<file path="config.mk">
export PLATFORM = sky130hd
export DESIGN_NAME = carssx_core
export DESIGN_NICKNAME = d
export VERILOG_FILES = /design/src/pkg/carssx_pkg.sv /design/src/pkg/carssx_mem_if.sv /design/src/hdl/carssx_core.sv /design/src/hdl/carssx_file_mem.sv
export SDC_FILE = /design/constraint.sdc
export NUM_CORES = 2
export LEC_CHECK = 0
export ABC_CLOCK_PERIOD_IN_PS = 10200
export BUFFER_PORTS_ARGS = -buffer_cell sky130_fd_sc_hd__buf_4
export CORE_UTILIZATION = 29
export CTS_BUF_LIST = sky130_fd_sc_hd__clkbuf_8 sky130_fd_sc_hd__clkbuf_16
export DETAILED_ROUTE_END_ITERATION = 7
export GPL_TIMING_DRIVEN = 0
export SYNTH_ARGS = -nofsm -noshare
export SYNTH_HDL_FRONTEND = slang
export SYNTH_HIERARCHICAL = 1
export SYNTH_SLANG_ARGS = --single-unit
</file>
<file path="constraint.sdc">
create_clock -name clk_sys -period 10.2 [get_ports clk_sys]
set_input_delay 0.51 -clock clk_sys [delete_from_list [all_inputs] [get_ports clk_sys]]
set_output_delay 0.51 -clock clk_sys [all_outputs]
set_load 0.02 [all_outputs]
</file>
<file path="src/pkg/carssx_pkg.sv">
// Constants and types shared by the rotate/subtract/swap/xor datapath and its file memory
package carssx_pkg;

   localparam int DATA_W = 8;
   localparam int FILE_AW = 7;
   localparam int BUS_AW = 8;
   localparam int FILE_DEPTH = 128;

   // Register offsets on the plain register port; bit 7 set selects the file memory
   localparam logic [7:0] ACC_OFS = 8'h00;
   localparam logic [7:0] STATUS_OFS = 8'h01;
   localparam logic [7:0] WDOG_OFS = 8'h02;
   localparam logic [7:0] PRESC_OFS = 8'h03;
   localparam int FILE_SEL_BIT = 7;

   // Status field positions
   localparam int ST_CARRY = 0;
   localparam int ST_HALF = 1;
   localparam int ST_ZERO = 2;
   localparam int ST_EXPIRY = 3;
   localparam int ST_PDOWN = 4;
   localparam int ST_ASLEEP = 5;

   // Reset and clear values
   localparam logic [7:0] ACC_RST = 8'h00;
   localparam logic [7:0] RDATA_RST = 8'h00;
   localparam logic [7:0] WDOG_CLEAR = 8'h00;
   localparam logic [7:0] PRESC_CLEAR = 8'h00;
   localparam logic [7:0] COUNT_LAST = 8'hff;
   localparam logic [7:0] ZERO_BYTE = 8'h00;
   localparam logic FLAG_RST = 1'b0;
   localparam logic EXPIRY_RST = 1'b1;
   localparam logic PDOWN_RST = 1'b1;

   // Destination select
   localparam logic DEST_ACC = 1'b0;
   localparam logic DEST_FILE = 1'b1;

   typedef enum logic [2:0] {
      op_rotate_right_via_carry = 3'h0,
      op_subtract_acc_from_file = 3'h1,
      op_nibble_exchange = 3'h2,
      op_xor_literal_into_acc = 3'h3,
      op_xor_acc_with_file = 3'h4,
      op_sleep = 3'h5
   } carssx_op_type;

   typedef enum logic [1:0] {
      st_idle = 2'b00,
      st_exec = 2'b01,
      st_sleep = 2'b10
   } carssx_state_type;

endpackage
</file>
<file path="src/pkg/carssx_mem_if.sv">
// Connection between the datapath and its file register memory
`timescale 1ns/10ps
interface carssx_mem_if;
   import carssx_pkg::*;
   logic [FILE_AW-1:0] rd_addr_a;
   logic [DATA_W-1:0] rd_data_a;
   logic [FILE_AW-1:0] rd_addr_b;
   logic [DATA_W-1:0] rd_data_b;
   logic wr_en;
   logic [FILE_AW-1:0] wr_addr;
   logic [DATA_W-1:0] wr_data;

   modport core (output rd_addr_a, input rd_data_a, output rd_addr_b, input rd_data_b,
                 output wr_en, output wr_addr, output wr_data);
   modport mem (input rd_addr_a, output rd_data_a, input rd_addr_b, output rd_data_b,
                input wr_en, input wr_addr, input wr_data);
endinterface

</file>
<file path="src/hdl/carssx_core.sv">
// Execution datapath for rotate, subtract, nibble swap, xor and sleep
`timescale 1ns/10ps
module carssx_core
   import carssx_pkg::*;
(
   input wire logic clk_sys, // system clock, 50 MHz
   input wire logic rstn, // asynchronous reset, active low
   input wire logic op_valid, // instruction presented
   input wire carssx_op_type op_code, // instruction to execute
   input wire logic [FILE_AW-1:0] op_file_addr, // file register address
   input wire logic op_dest, // destination select
   input wire logic [DATA_W-1:0] op_literal, // immediate operand
   output logic op_ready, // instruction can be taken this cycle
   output logic op_done, // one-cycle pulse when a result is written
   input wire logic wake_req, // external wake-up event
   output logic asleep, // oscillator halt request, high while sleeping
   input wire logic [BUS_AW-1:0] bus_addr, // register address
   input wire logic [DATA_W-1:0] bus_wdata, // register write data
   input wire logic bus_wr, // write strobe
   input wire logic bus_rd, // read strobe
   output logic [DATA_W-1:0] bus_rdata // read data, valid the cycle after bus_rd
);

   carssx_mem_if mem_bus ();

   carssx_file_mem u_file_mem (
      .clk_sys (clk_sys),
      .rstn (rstn),
      .port (mem_bus.mem)
   );

   carssx_state_type state;
   carssx_state_type next_state;
   carssx_op_type op_q;
   carssx_op_type next_op_q;
   logic [FILE_AW-1:0] addr_q;
   logic [FILE_AW-1:0] next_addr_q;
   logic dest_q;
   logic next_dest_q;
   logic [DATA_W-1:0] lit_q;
   logic [DATA_W-1:0] next_lit_q;
   logic [DATA_W-1:0] acc;
   logic [DATA_W-1:0] next_acc;
   logic carry;
   logic next_carry;
   logic half_byte_overflow_bit;
   logic next_half_byte_overflow_bit;
   logic zero;
   logic next_zero;
   logic watchdog_expiry_bit;
   logic next_watchdog_expiry_bit;
   logic power_down_bit;
   logic next_power_down_bit;
   logic [DATA_W-1:0] watchdog_counter;
   logic [DATA_W-1:0] next_watchdog_counter;
   logic [DATA_W-1:0] presc;
   logic [DATA_W-1:0] next_presc;
   logic done;
   logic next_done;
   logic rd_file_q;
   logic next_rd_file_q;
   logic [DATA_W-1:0] rd_reg_q;
   logic [DATA_W-1:0] next_rd_reg_q;

   // Datapath results
   logic [DATA_W-1:0] file_val;
   logic [DATA_W-1:0] result;
   logic [DATA_W:0] diff;
   logic [DATA_W/2:0] diff_low;
   logic res_carry;
   logic res_half;
   logic to_file;
   logic upd_carry;
   logic upd_half;
   logic upd_zero;
   logic timeout;
   logic bus_file;
   logic [DATA_W-1:0] status_view;

   assign file_val = mem_bus.rd_data_a;
   assign bus_file = bus_addr[FILE_SEL_BIT];

   // Operand A is read continuously at the offered address, so the data is
   // ready in the cycle after the instruction is taken.
   assign mem_bus.rd_addr_a = op_file_addr;
   assign mem_bus.rd_addr_b = bus_addr[FILE_AW-1:0];

   always_comb
   begin
      diff = {1'b0, file_val} + {1'b0, ~acc} + {{DATA_W{1'b0}}, 1'b1};
      diff_low = {1'b0, file_val[3:0]} + {1'b0, ~acc[3:0]} + 5'h01;
      result = file_val;
      res_carry = carry;
      res_half = half_byte_overflow_bit;
      to_file = (dest_q == DEST_FILE);
      upd_carry = 1'b0;
      upd_half = 1'b0;
      upd_zero = 1'b0;
      unique case (op_q)
         op_rotate_right_via_carry:
         begin
            result = {carry, file_val[DATA_W-1:1]};
            res_carry = file_val[0];
            upd_carry = 1'b1;
         end
         op_subtract_acc_from_file:
         begin
            result = diff[DATA_W-1:0];
            res_carry = diff[DATA_W];
            res_half = diff_low[DATA_W/2];
            upd_carry = 1'b1;
            upd_half = 1'b1;
            upd_zero = 1'b1;
         end
         op_nibble_exchange:
         begin
            result = {file_val[3:0], file_val[7:4]};
         end
         op_xor_literal_into_acc:
         begin
            result = acc ^ lit_q;
            to_file = 1'b0;
            upd_zero = 1'b1;
         end
         op_xor_acc_with_file:
         begin
            result = acc ^ file_val;
            upd_zero = 1'b1;
         end
         op_sleep:
         begin
            to_file = 1'b0;
         end
      endcase
   end

   // Watchdog overflows after 256 prescaler wraps of 256 clocks
   assign timeout = (presc == COUNT_LAST) && (watchdog_counter == COUNT_LAST);

   always_comb
   begin
      next_state = state;
      next_op_q = op_q;
      next_addr_q = addr_q;
      next_dest_q = dest_q;
      next_lit_q = lit_q;
      next_acc = acc;
      next_carry = carry;
      next_half_byte_overflow_bit = half_byte_overflow_bit;
      next_zero = zero;
      next_watchdog_expiry_bit = watchdog_expiry_bit;
      next_power_down_bit = power_down_bit;
      next_presc = presc + 8'h01;
      next_watchdog_counter = watchdog_counter;
      next_done = 1'b0;
      mem_bus.wr_en = 1'b0;
      mem_bus.wr_addr = bus_addr[FILE_AW-1:0];
      mem_bus.wr_data = bus_wdata;
      if (presc == COUNT_LAST)
      begin
         next_watchdog_counter = watchdog_counter + 8'h01;
      end
      if (timeout)
      begin
         next_watchdog_expiry_bit = 1'b0;
      end
      // Software writes come first so that hardware updates below win
      if (bus_wr)
      begin
         if (bus_file)
         begin
            mem_bus.wr_en = 1'b1;
         end
         else if (bus_addr == ACC_OFS)
         begin
            next_acc = bus_wdata;
         end
         else if (bus_addr == STATUS_OFS)
         begin
            next_carry = bus_wdata[ST_CARRY];
            next_half_byte_overflow_bit = bus_wdata[ST_HALF];
            next_zero = bus_wdata[ST_ZERO];
         end
      end
      unique case (state)
         st_idle:
         begin
            if (op_valid)
            begin
               next_op_q = op_code;
               next_addr_q = op_file_addr;
               next_dest_q = op_dest;
               next_lit_q = op_literal;
               if (op_code == op_sleep)
               begin
                  next_watchdog_counter = WDOG_CLEAR;
                  next_presc = PRESC_CLEAR;
                  next_watchdog_expiry_bit = 1'b1;
                  next_power_down_bit = 1'b0;
                  next_state = st_sleep;
               end
               else
               begin
                  next_state = st_exec;
               end
            end
         end
         st_exec:
         begin
            next_done = 1'b1;
            next_state = st_idle;
            if (to_file)
            begin
               // A bus write to the file in this cycle is dropped
               mem_bus.wr_en = 1'b1;
               mem_bus.wr_addr = addr_q;
               mem_bus.wr_data = result;
            end
            else
            begin
               next_acc = result;
            end
            if (upd_carry)
            begin
               next_carry = res_carry;
            end
            if (upd_half)
            begin
               next_half_byte_overflow_bit = res_half;
            end
            if (upd_zero)
            begin
               next_zero = (result == ZERO_BYTE);
            end
         end
         st_sleep:
         begin
            // Watchdog keeps counting on its own so a time-out can end sleep
            if (wake_req || timeout)
            begin
               next_state = st_idle;
            end
         end
         default:
         begin
            next_state = st_idle;
         end
      endcase
   end

   always_comb
   begin
      status_view = ZERO_BYTE;
      status_view[ST_CARRY] = carry;
      status_view[ST_HALF] = half_byte_overflow_bit;
      status_view[ST_ZERO] = zero;
      status_view[ST_EXPIRY] = watchdog_expiry_bit;
      status_view[ST_PDOWN] = power_down_bit;
      status_view[ST_ASLEEP] = (state == st_sleep);
      next_rd_file_q = bus_rd && bus_file;
      next_rd_reg_q = ZERO_BYTE;
      if (bus_rd && !bus_file)
      begin
         unique case (bus_addr)
            ACC_OFS: next_rd_reg_q = acc;
            STATUS_OFS: next_rd_reg_q = status_view;
            WDOG_OFS: next_rd_reg_q = watchdog_counter;
            PRESC_OFS: next_rd_reg_q = presc;
            default: next_rd_reg_q = ZERO_BYTE;
         endcase
      end
   end

   always_ff @(posedge clk_sys or negedge rstn)
   begin
      if (!rstn)
      begin
         state <= st_idle;
         op_q <= op_rotate_right_via_carry;
         addr_q <= '0;
         dest_q <= DEST_ACC;
         lit_q <= ZERO_BYTE;
         acc <= ACC_RST;
         carry <= FLAG_RST;
         half_byte_overflow_bit <= FLAG_RST;
         zero <= FLAG_RST;
         watchdog_expiry_bit <= EXPIRY_RST;
         power_down_bit <= PDOWN_RST;
         watchdog_counter <= WDOG_CLEAR;
         presc <= PRESC_CLEAR;
         done <= 1'b0;
         rd_file_q <= 1'b0;
         rd_reg_q <= RDATA_RST;
      end
      else
      begin
         state <= next_state;
         op_q <= next_op_q;
         addr_q <= next_addr_q;
         dest_q <= next_dest_q;
         lit_q <= next_lit_q;
         acc <= next_acc;
         carry <= next_carry;
         half_byte_overflow_bit <= next_half_byte_overflow_bit;
         zero <= next_zero;
         watchdog_expiry_bit <= next_watchdog_expiry_bit;
         power_down_bit <= next_power_down_bit;
         watchdog_counter <= next_watchdog_counter;
         presc <= next_presc;
         done <= next_done;
         rd_file_q <= next_rd_file_q;
         rd_reg_q <= next_rd_reg_q;
      end
   end

   assign op_ready = (state == st_idle);
   assign op_done = done;
   assign asleep = (state == st_sleep);
   assign bus_rdata = rd_file_q ? mem_bus.rd_data_b : rd_reg_q;

endmodule // carssx_core

</file>
<file path="src/hdl/carssx_file_mem.sv">
// File register memory: one write port, two registered read ports
`timescale 1ns/10ps
module carssx_file_mem
   import carssx_pkg::*;
(
   input wire logic clk_sys, // system clock
   input wire logic rstn, // asynchronous reset, active low
   carssx_mem_if.mem port // read and write ports
);

   logic [DATA_W-1:0] cells [FILE_DEPTH];
   logic [DATA_W-1:0] next_rd_data_a;
   logic [DATA_W-1:0] next_rd_data_b;

   always_comb
   begin
      next_rd_data_a = cells[port.rd_addr_a];
      next_rd_data_b = cells[port.rd_addr_b];
   end

   // Storage has no reset; contents are undefined until written
   always_ff @(posedge clk_sys)
   begin
      if (port.wr_en)
      begin
         cells[port.wr_addr] <= port.wr_data;
      end
   end

   // Read data is registered; a same-cycle write returns the old contents
   always_ff @(posedge clk_sys or negedge rstn)
   begin
      if (!rstn)
      begin
         port.rd_data_a <= RDATA_RST;
         port.rd_data_b <= RDATA_RST;
      end
      else
      begin
         port.rd_data_a <= next_rd_data_a;
         port.rd_data_b <= next_rd_data_b;
      end
   end

endmodule // carssx_file_mem

</file>
### After elaboration in Yosys (flattened, before gate mapping)

Memories as Yosys holds them, arrays and structs flattened. A register that Yosys moved wholly into a read port is not among the register bits.
Cells that the tools add are included.

| storage, ports and cells | value |
|---|---|
| bits of input ports | 41 |
| output and inout bits | 11 |
| bits in writable memories | 1,024 |
| logic and storage cells | 120 |
| memories | 1 |
| bits in registers | 60 |

Memories:

| memory | words | bits a word | read ports | clocked after Yosys merged registers in | write ports | line | text |
|---|---|---|---|---|---|---|---|
| u_file_mem.cells | 128 | 8 | 2 | 2 | 1 | carssx_file_mem.sv:11 | `logic [DATA_W-1:0] cells [FILE_DEPTH];` |

| operators by class | value |
|---|---|
| bitwise operators | 4 |
| add/sub/neg operators | 6 |
| multiplexer cells | 59 |
| eq/ne operators | 17 |
| reduce and logical (&&, ||, !) cells | 17 |

Operators by type and width:

| cell | number |
|---|---|
| 8-bit two-way mux | 16 |
| 8-bit one-hot mux with 5 select lines | 1 |
| 1-bit two-way mux | 34 |
| 8-bit one-hot mux with 4 select lines | 1 |
| 8-bit by 1-bit adder with 8-bit output, second input constant | 2 |
| 8-bit by 2-bit == test with 1-bit output, second input constant | 2 |
| 8-bit == test, second input constant | 2 |
| 8-bit zero test | 2 |
| 8-bit XOR | 2 |
| 7-bit two-way mux | 2 |
| 8-bit by 8-bit adder with 9-bit output | 1 |
| 9-bit by 1-bit adder with 9-bit output, second input constant | 1 |
| 3-bit == test, second input constant | 3 |
| 8-bit by 1-bit == test with 1-bit output, second input constant | 1 |
| 8-bit NOT | 1 |
| 3-bit by 2-bit == test with 1-bit output, second input constant | 2 |
| 2-bit two-way mux | 3 |
| 4-bit by 4-bit adder with 5-bit output | 1 |
| 5-bit by 1-bit adder with 5-bit output, second input constant | 1 |
| 4-bit by 2-bit inequality test with 1-bit output, second input constant | 1 |
| 4-bit NOT | 1 |
| 2-bit one-hot mux with 2 select lines | 1 |
| 2-bit AND reduction | 2 |
| 2-bit OR reduction | 2 |
| other kinds (14) | 18 |

### Depth between registers and ports, before layout

| depth | value |
|---|---|
| depth in word-level cells | 7 |
| depth in mapped cells | 11 |
| mapped depth without buffers | 10 |

### Cells and area by module

The synthesis kept the hierarchy.

Modules (own cells, without submodules):

| module | times used | area an instance (um2) | seq. area each (um2) | cells each |
|---|---|---|---|---|
| carssx_file_mem | 1 | 47,909.7 | 31,149.9 | 2,063 |
| carssx_core | 1 | 4,032.6 | 1,503.9 | 426 |

### Least setup slack after synthesis

Ideal clock, no wire load.

| timing | value |
|---|---|
| path kind | register to register |
| from | reg acc[0] |
| to | mem u_file_mem.cells[0][1] (data pin) |
| stages on the path, launching flop included | 9 |
| arrival | 6.618 ns |
| clock period less this slack | 7.815 ns |
| library setup time | 1.197 ns |
| data required time | 9.003 ns |
| buffers on the path | 0 |
| slack | 2.385 ns |
| path through | dfrtp_1 -> ha_1 -> inv_1 -> fa_1 -> nor2_1 -> a21oi_1 -> nor2_1 -> or2_2 -> o21ai_0 |

| between the ends | value |
|---|---|
| longest elaborated chain between the ends | 6 |

Ends and longest elaborated chain:

| item | line | text |
|---|---|---|
| from (decl) | carssx_core.sv:42 | `logic [DATA_W-1:0] acc;` |
| from (signal assigned) | carssx_core.sv:302 | `acc <= next_acc;` |
| 8-bit NOT | carssx_core.sv:90 | `diff = {1'b0, file_val} + {1'b0, ~acc} + {{DATA_W{1'b0}}, 1'b1};` |
| 8-bit by 8-bit adder with 9-bit output | carssx_core.sv:90 |  |
| 9-bit by 1-bit adder with 9-bit output | carssx_core.sv:90 |  |
| 8-bit one-hot mux with 5 select lines | carssx_core.sv:99 | `unique case (op_q)` |
| 8-bit two-way mux | carssx_core.sv:212 | `if (to_file)` |
| 8-bit two-way mux | carssx_core.sv:185 | `unique case (state)` |
| named net mem_bus.wr_data[1] | carssx_mem_if.sv:11 | `logic [DATA_W-1:0] wr_data;` |
| to (decl) | carssx_file_mem.sv:11 |  |

The timed path passes the listed nets, and every way through them passes these cells.

### Worst setup path in the final report

| timing | value |
|---|---|
| from | reg op_q[1] |
| to | mem u_file_mem.cells[71][2], enable pin |

| between the ends | value |
|---|---|
| longest elaborated chain between the ends | 7 |
| elaborated cells on any way between the ends | 10 |
| those cells by class | eq/ne: 2; mux: 7; reduce/logical: 1 |

Ends and longest elaborated chain:

| item | line | text |
|---|---|---|
| from (decl) | carssx_core.sv:34 | `carssx_op_type op_q;` |
| from (signal assigned) | carssx_core.sv:279 | `op_q <= op_rotate_right_via_carry;` |
| from (signal assigned) | carssx_core.sv:298 | `op_q <= next_op_q;` |
| 3-bit by 2-bit == test with 1-bit output or 3-bit == test (tied branches) | carssx_core.sv:99 |  |
| 2-bit OR reduction (no source line) * | n/a |  |
| 1-bit two-way mux * | carssx_core.sv:99 |  |
| 1-bit two-way mux * | carssx_core.sv:212 |  |
| 1-bit two-way mux * | carssx_core.sv:185 |  |
| named net mem_bus.wr_en | carssx_mem_if.sv:9 | `logic wr_en;` |
| 1-bit two-way mux * | carssx_file_mem.sv:24 | `if (port.wr_en)` |
| 1-bit two-way mux (not written as such) * | carssx_file_mem.sv:26 | `cells[port.wr_addr] <= port.wr_data;` |

The timed path passes the listed nets; every way through them passes the cells marked *.

==> results.md <==
## Pwr
• 10.9 mW — Pwr Total
• 183 nW/um2 — total power per unit cell area
• 14.8% — proportion of power drawn by combinational gates
• 0.000141 V — maximum vdd ir drop
• 18.5 nW — leakage power
• 26.2% — fraction of power spent switching nets
• 37.0% — Clk network pwr share
• 48.2% — Seq pwr share
• 8.06 mW — Internal Pwr Total
• 2.86 mW — switching component of the power

## Worst setup path
• 4.61 ns — worst-case register-to-register setup slack
• flip-flop — kind of end point of the critical path
• 5.90 ns — Worst EP arrival
• u_file_mem/cells[71][2] — Reg2Reg Capture Point
• u_file_mem/cells[71][2] — Critical path destination
• op_q[1] — critical path launch point
• 10 — worst-case reg-to-reg path depth
• 10.51 ns — required arrival time at the worst endpoint
• 10 — largest driver fanout on the critical path
• op_q[1] — start of the worst register-to-register path
• flip-flop — element type at the critical path start
• reg2reg — worst setup path category

## Yosys
• 0.304% — synthesized-area fraction occupied by adder cells
• 2.73% — simple-gate share of the synthesized area
• 62.9% — Seq/Total Area, Yosys
• 2542 — Post-Synthesis Net Count
• 1024 — EDFF count, synth
• 6.91% — proportion of register bits with asynchronous set or reset after synthesis
• 1.24% — synthesized-area fraction occupied by ao, oa, aoi and oai cells
• 20.9 um2 — mean instance size in the synthesized netlist
• 72 — number of different library cells in the post-synthesis netlist
• 0.388% — parity-gate share of the synthesized area counting xor and xnor cells
• multiplexers — dominant combinational cell family by area after synthesis
• 1100 — synthesized flop and latch total
• 51900 um2 — synthesized area
• 30.7% — multiplexer fraction of the synthesized cell area
• 2489 — Synth Instances
• 6 — yosys synthesis warning count
• sky130_fd_sc_hd__edfxtp_1 — flip-flop cell with the highest count after synthesis

## Global route
• 28833 — vias in the first global route
• 18.2% — total global-route track usage
• 4.22% — global-route met3 utilization
• 24.1% — global routing usage on met1
• 85 — largest net degree at the start of global routing
• met2 — layer with the highest usage
• 10 — initial antenna violation count
• 229000 um — wire length of the first global-routing pass
• 29.0% — global routing met2 resource utilization
• 0 — leftover overflow at the end of global routing

## Clock tree
• 112 — clock buffer count from CTS
• 0.74 ns — latest clock arrival within the worst-skew pair
• built — clock tree from TritonCTS
• 0 — post_cts resized
• 1100 — clk sink count
• 0.06 ns — CTS clk-pin slew, worst paths
• 3 — H-tree level count
• sky130_fd_sc_hd__clkbuf_16 — Clock Tree Root
• 3 — deepest clock path buffer count

## Final layout
• 16527 — filler instances
• 18500 um2 — footprint of the multi-input gates
• 38.0% — share of post-route cells with drive strength above 1
• 2750 — Final nets
• 15.0% — Area growth syn-to-layout
• 5136 — non-filler instance count after layout
• 32700 um2 — area occupied by registers
• 59700 um2 — Design Area, Final

## Route
• 32.3 um — WL/cell
• 0 — DRC violations left
• 29205 — vias after detailed routing
• 4080 — Iteration-0 DRC Markers
• 0 — post-route ant nets
• 5.69 — number of vias per cell after detailed routing
• 5 — 1st-pass router iterations
• 166000 um — total wire length after detailed routing

## Min path
• in2reg — type of the tightest min-delay check
• op_literal[6] — start point of the worst hold path

## Die
• 425 um — die height
• 154 — std cell rows
• 52 — number of top-level pins
• 181000 um2 — die area
• 177000 um2 — Core Region
• 29.3% — starting density of the core
• 425 um — die boundary width

## Timing
• 0 — number of setup violations in the final report
• 179 MHz — top achievable clock speed
• 54.8% — post-route fraction of the period consumed by the critical path
• no — RSZ-0062 raised after global routing
• 5.59 ns — final critical delay including setup and external delays
• 11 — max-slew violation total from the final report
• 0.0438 ns — final worst hold slack
• 0.0344 ns — final clock skew
• 1.54 ns — slew at the pin closest to its max-slew limit
• -2.72% — Worst slew margin
• 0 — count of final hold-check violations

## Job
• 2 — max-cap viol count

## Place
• 4911 — cell total after placement
• 122000 um — placed wire-length estimate
• 0.936 — global placement routability congestion
• 56100 um2 — Post-Place Cell Area
• 51 — count of buffers inserted at the top-level ports

## Run status
• finished, violations left — status
• capacitance limit, slew limit — failing checks

==> layout by cell type (no fill, tap or decap), drive strengths merged, types with 3 or more instances in the layout <==
master and count:
mux4 673, o21a 3, clkinv 51, or2 3
o22ai 4, mux2i 14, clkinvlp 8, inv 47
nor3 14, ha 11, dfrtp 74, nor2 157
nand4 10, edfxtp 1024, nor3b 3, nand3 23
a21o 4, nand3b 3, nor2b 19, and3 7
clkbuf 202, buf 180, dlygate4sd3 11, nand2b 6
diode 3, a221oi 6, a21oi 18, xor2 8
nand2 51, o21ai 36, bufinv 10, mux2 56
xnor2 15, or3 5
==> cells in the mapped netlist (all sizes together), types with 3 or more instances <==
cell type  number  area, um2
nor2b          19        119
inv            21       78.8
a21oi          18       90.1
or2             3       18.8
nand2b          6       37.5
nor3b           3       22.5
o22ai           4       31.3
mux2           56        631
nand4          10       62.6
a221oi          6       52.6
buf            97        523
dfrtp          74       1850
and3            7       45.1
nor3           14       75.1
edfxtp       1024      30700
xor2            8       70.1
mux4          673      15200
a21o            4       31.3
or3             5       31.3
nand2          51        194
nor2          157        594
mux2i          14        153
o21ai          36        184
clkbuf         87        327
xnor2          15        131
nand3          23        115
nand3b          3       22.5
ha             11        138
o21a            3       22.5
==> worst min path at each step <==
stage          depth (start not counted)              to  slack, ns
2_1_floorplan                          0          acc[0]       0.21
3_3_place_gp                           1  power_down_bit       0.47
3_5_place_dp                           1  power_down_bit       0.48
4_1_cts                                3        lit_q[6]     0.0002
5_1_grt                                2        state[0]       0.02
6_report                               3        lit_q[6]       0.04
==> stage by stage <==
step / setup WS (ns) / utilization (%) / TNS [ns]
after floorplan: 2.38 / - / 0
after global placement: -5.85 / 31.2 / -2871.87
after detailed placement: 4.79 / 31.7 / 0
after CTS: 4.78 / 33.7 / 0
after global routing: 4.52 / 33.7 / 0
final: 4.61 / 33.7 / 0
==> layout make-up <==
cell class                 count  area share, %
buffer                       184           1.44
sequential                  1100           54.7
multi-input combinational   1184           30.9
timing repair buffer          94           1.95
antenna                        3         0.0126
tap                         2340           4.90
inverter                      21          0.132
clock inverter                95           1.17
clock buffer                 115           4.80
==> flip-flops by register name, indices dropped and copies added (netlist names), 2 cells and up <==
signal,cells
u_file_mem/cells,1024
acc,8
lit_q,8
presc,8
rd_reg_q,8
u_file_mem/port.rd_data_a,8
u_file_mem/port.rd_data_b,8
watchdog_counter,8
addr_q,7
op_q,3
state,2
==> critical path, cell delays in order (launching register included) <==
cell and delay, ns:
sky130_fd_sc_hd__dfrtp_1 0.47, sky130_fd_sc_hd__buf_4 0.22, sky130_fd_sc_hd__nor2b_1 0.14, sky130_fd_sc_hd__o21ai_1 0.09
sky130_fd_sc_hd__nand3_1 0.37, sky130_fd_sc_hd__clkbuf_1 0.84, sky130_fd_sc_hd__nand2_1 0.41, sky130_fd_sc_hd__clkbuf_1 0.29
sky130_fd_sc_hd__nand4_1 0.59, sky130_fd_sc_hd__clkbuf_1 1.14, sky130_fd_sc_hd__nor2_1 0.58
==> power groups by stage <==
| stage | Combinational, mW | Clock, mW | Sequential, mW |
|---|---|---|---|
| floorplan | 0.912 | 0 | 5.37 |
| global placement | 1.47 | 0 | 5.49 |
| detailed placement | 1.59 | 0 | 5.36 |
| CTS | 1.60 | 4.10 | 5.26 |
| global route | 1.69 | 4.25 | 5.27 |
| finish | 1.62 | 4.04 | 5.26 |
==> routing by layer <==
layer / up-vias / part of all wire, %
met4: 8 / 4.4
met2: 1738 / 47
met1: 15910 / 38
met5: - / 0.030
li1: 11234 / -
met3: 315 / 10
==> what timing repair did <==
action                    CTS  global route
hold buffers               11             0
buffers inserted            0             0
hold endpoints to repair   78             0
==> cell families after synthesis <==
kind of cell             Yosys count
flip-flops                      1100
AND/OR/NAND/NOR                  310
AO/OA/AOI/OAI                     96
adder cells (fa/ha/maj)           12
XOR/XNOR                          23
multiplexers                     743
buffers and inverters            205
Power figures use the tool's default switching activity.
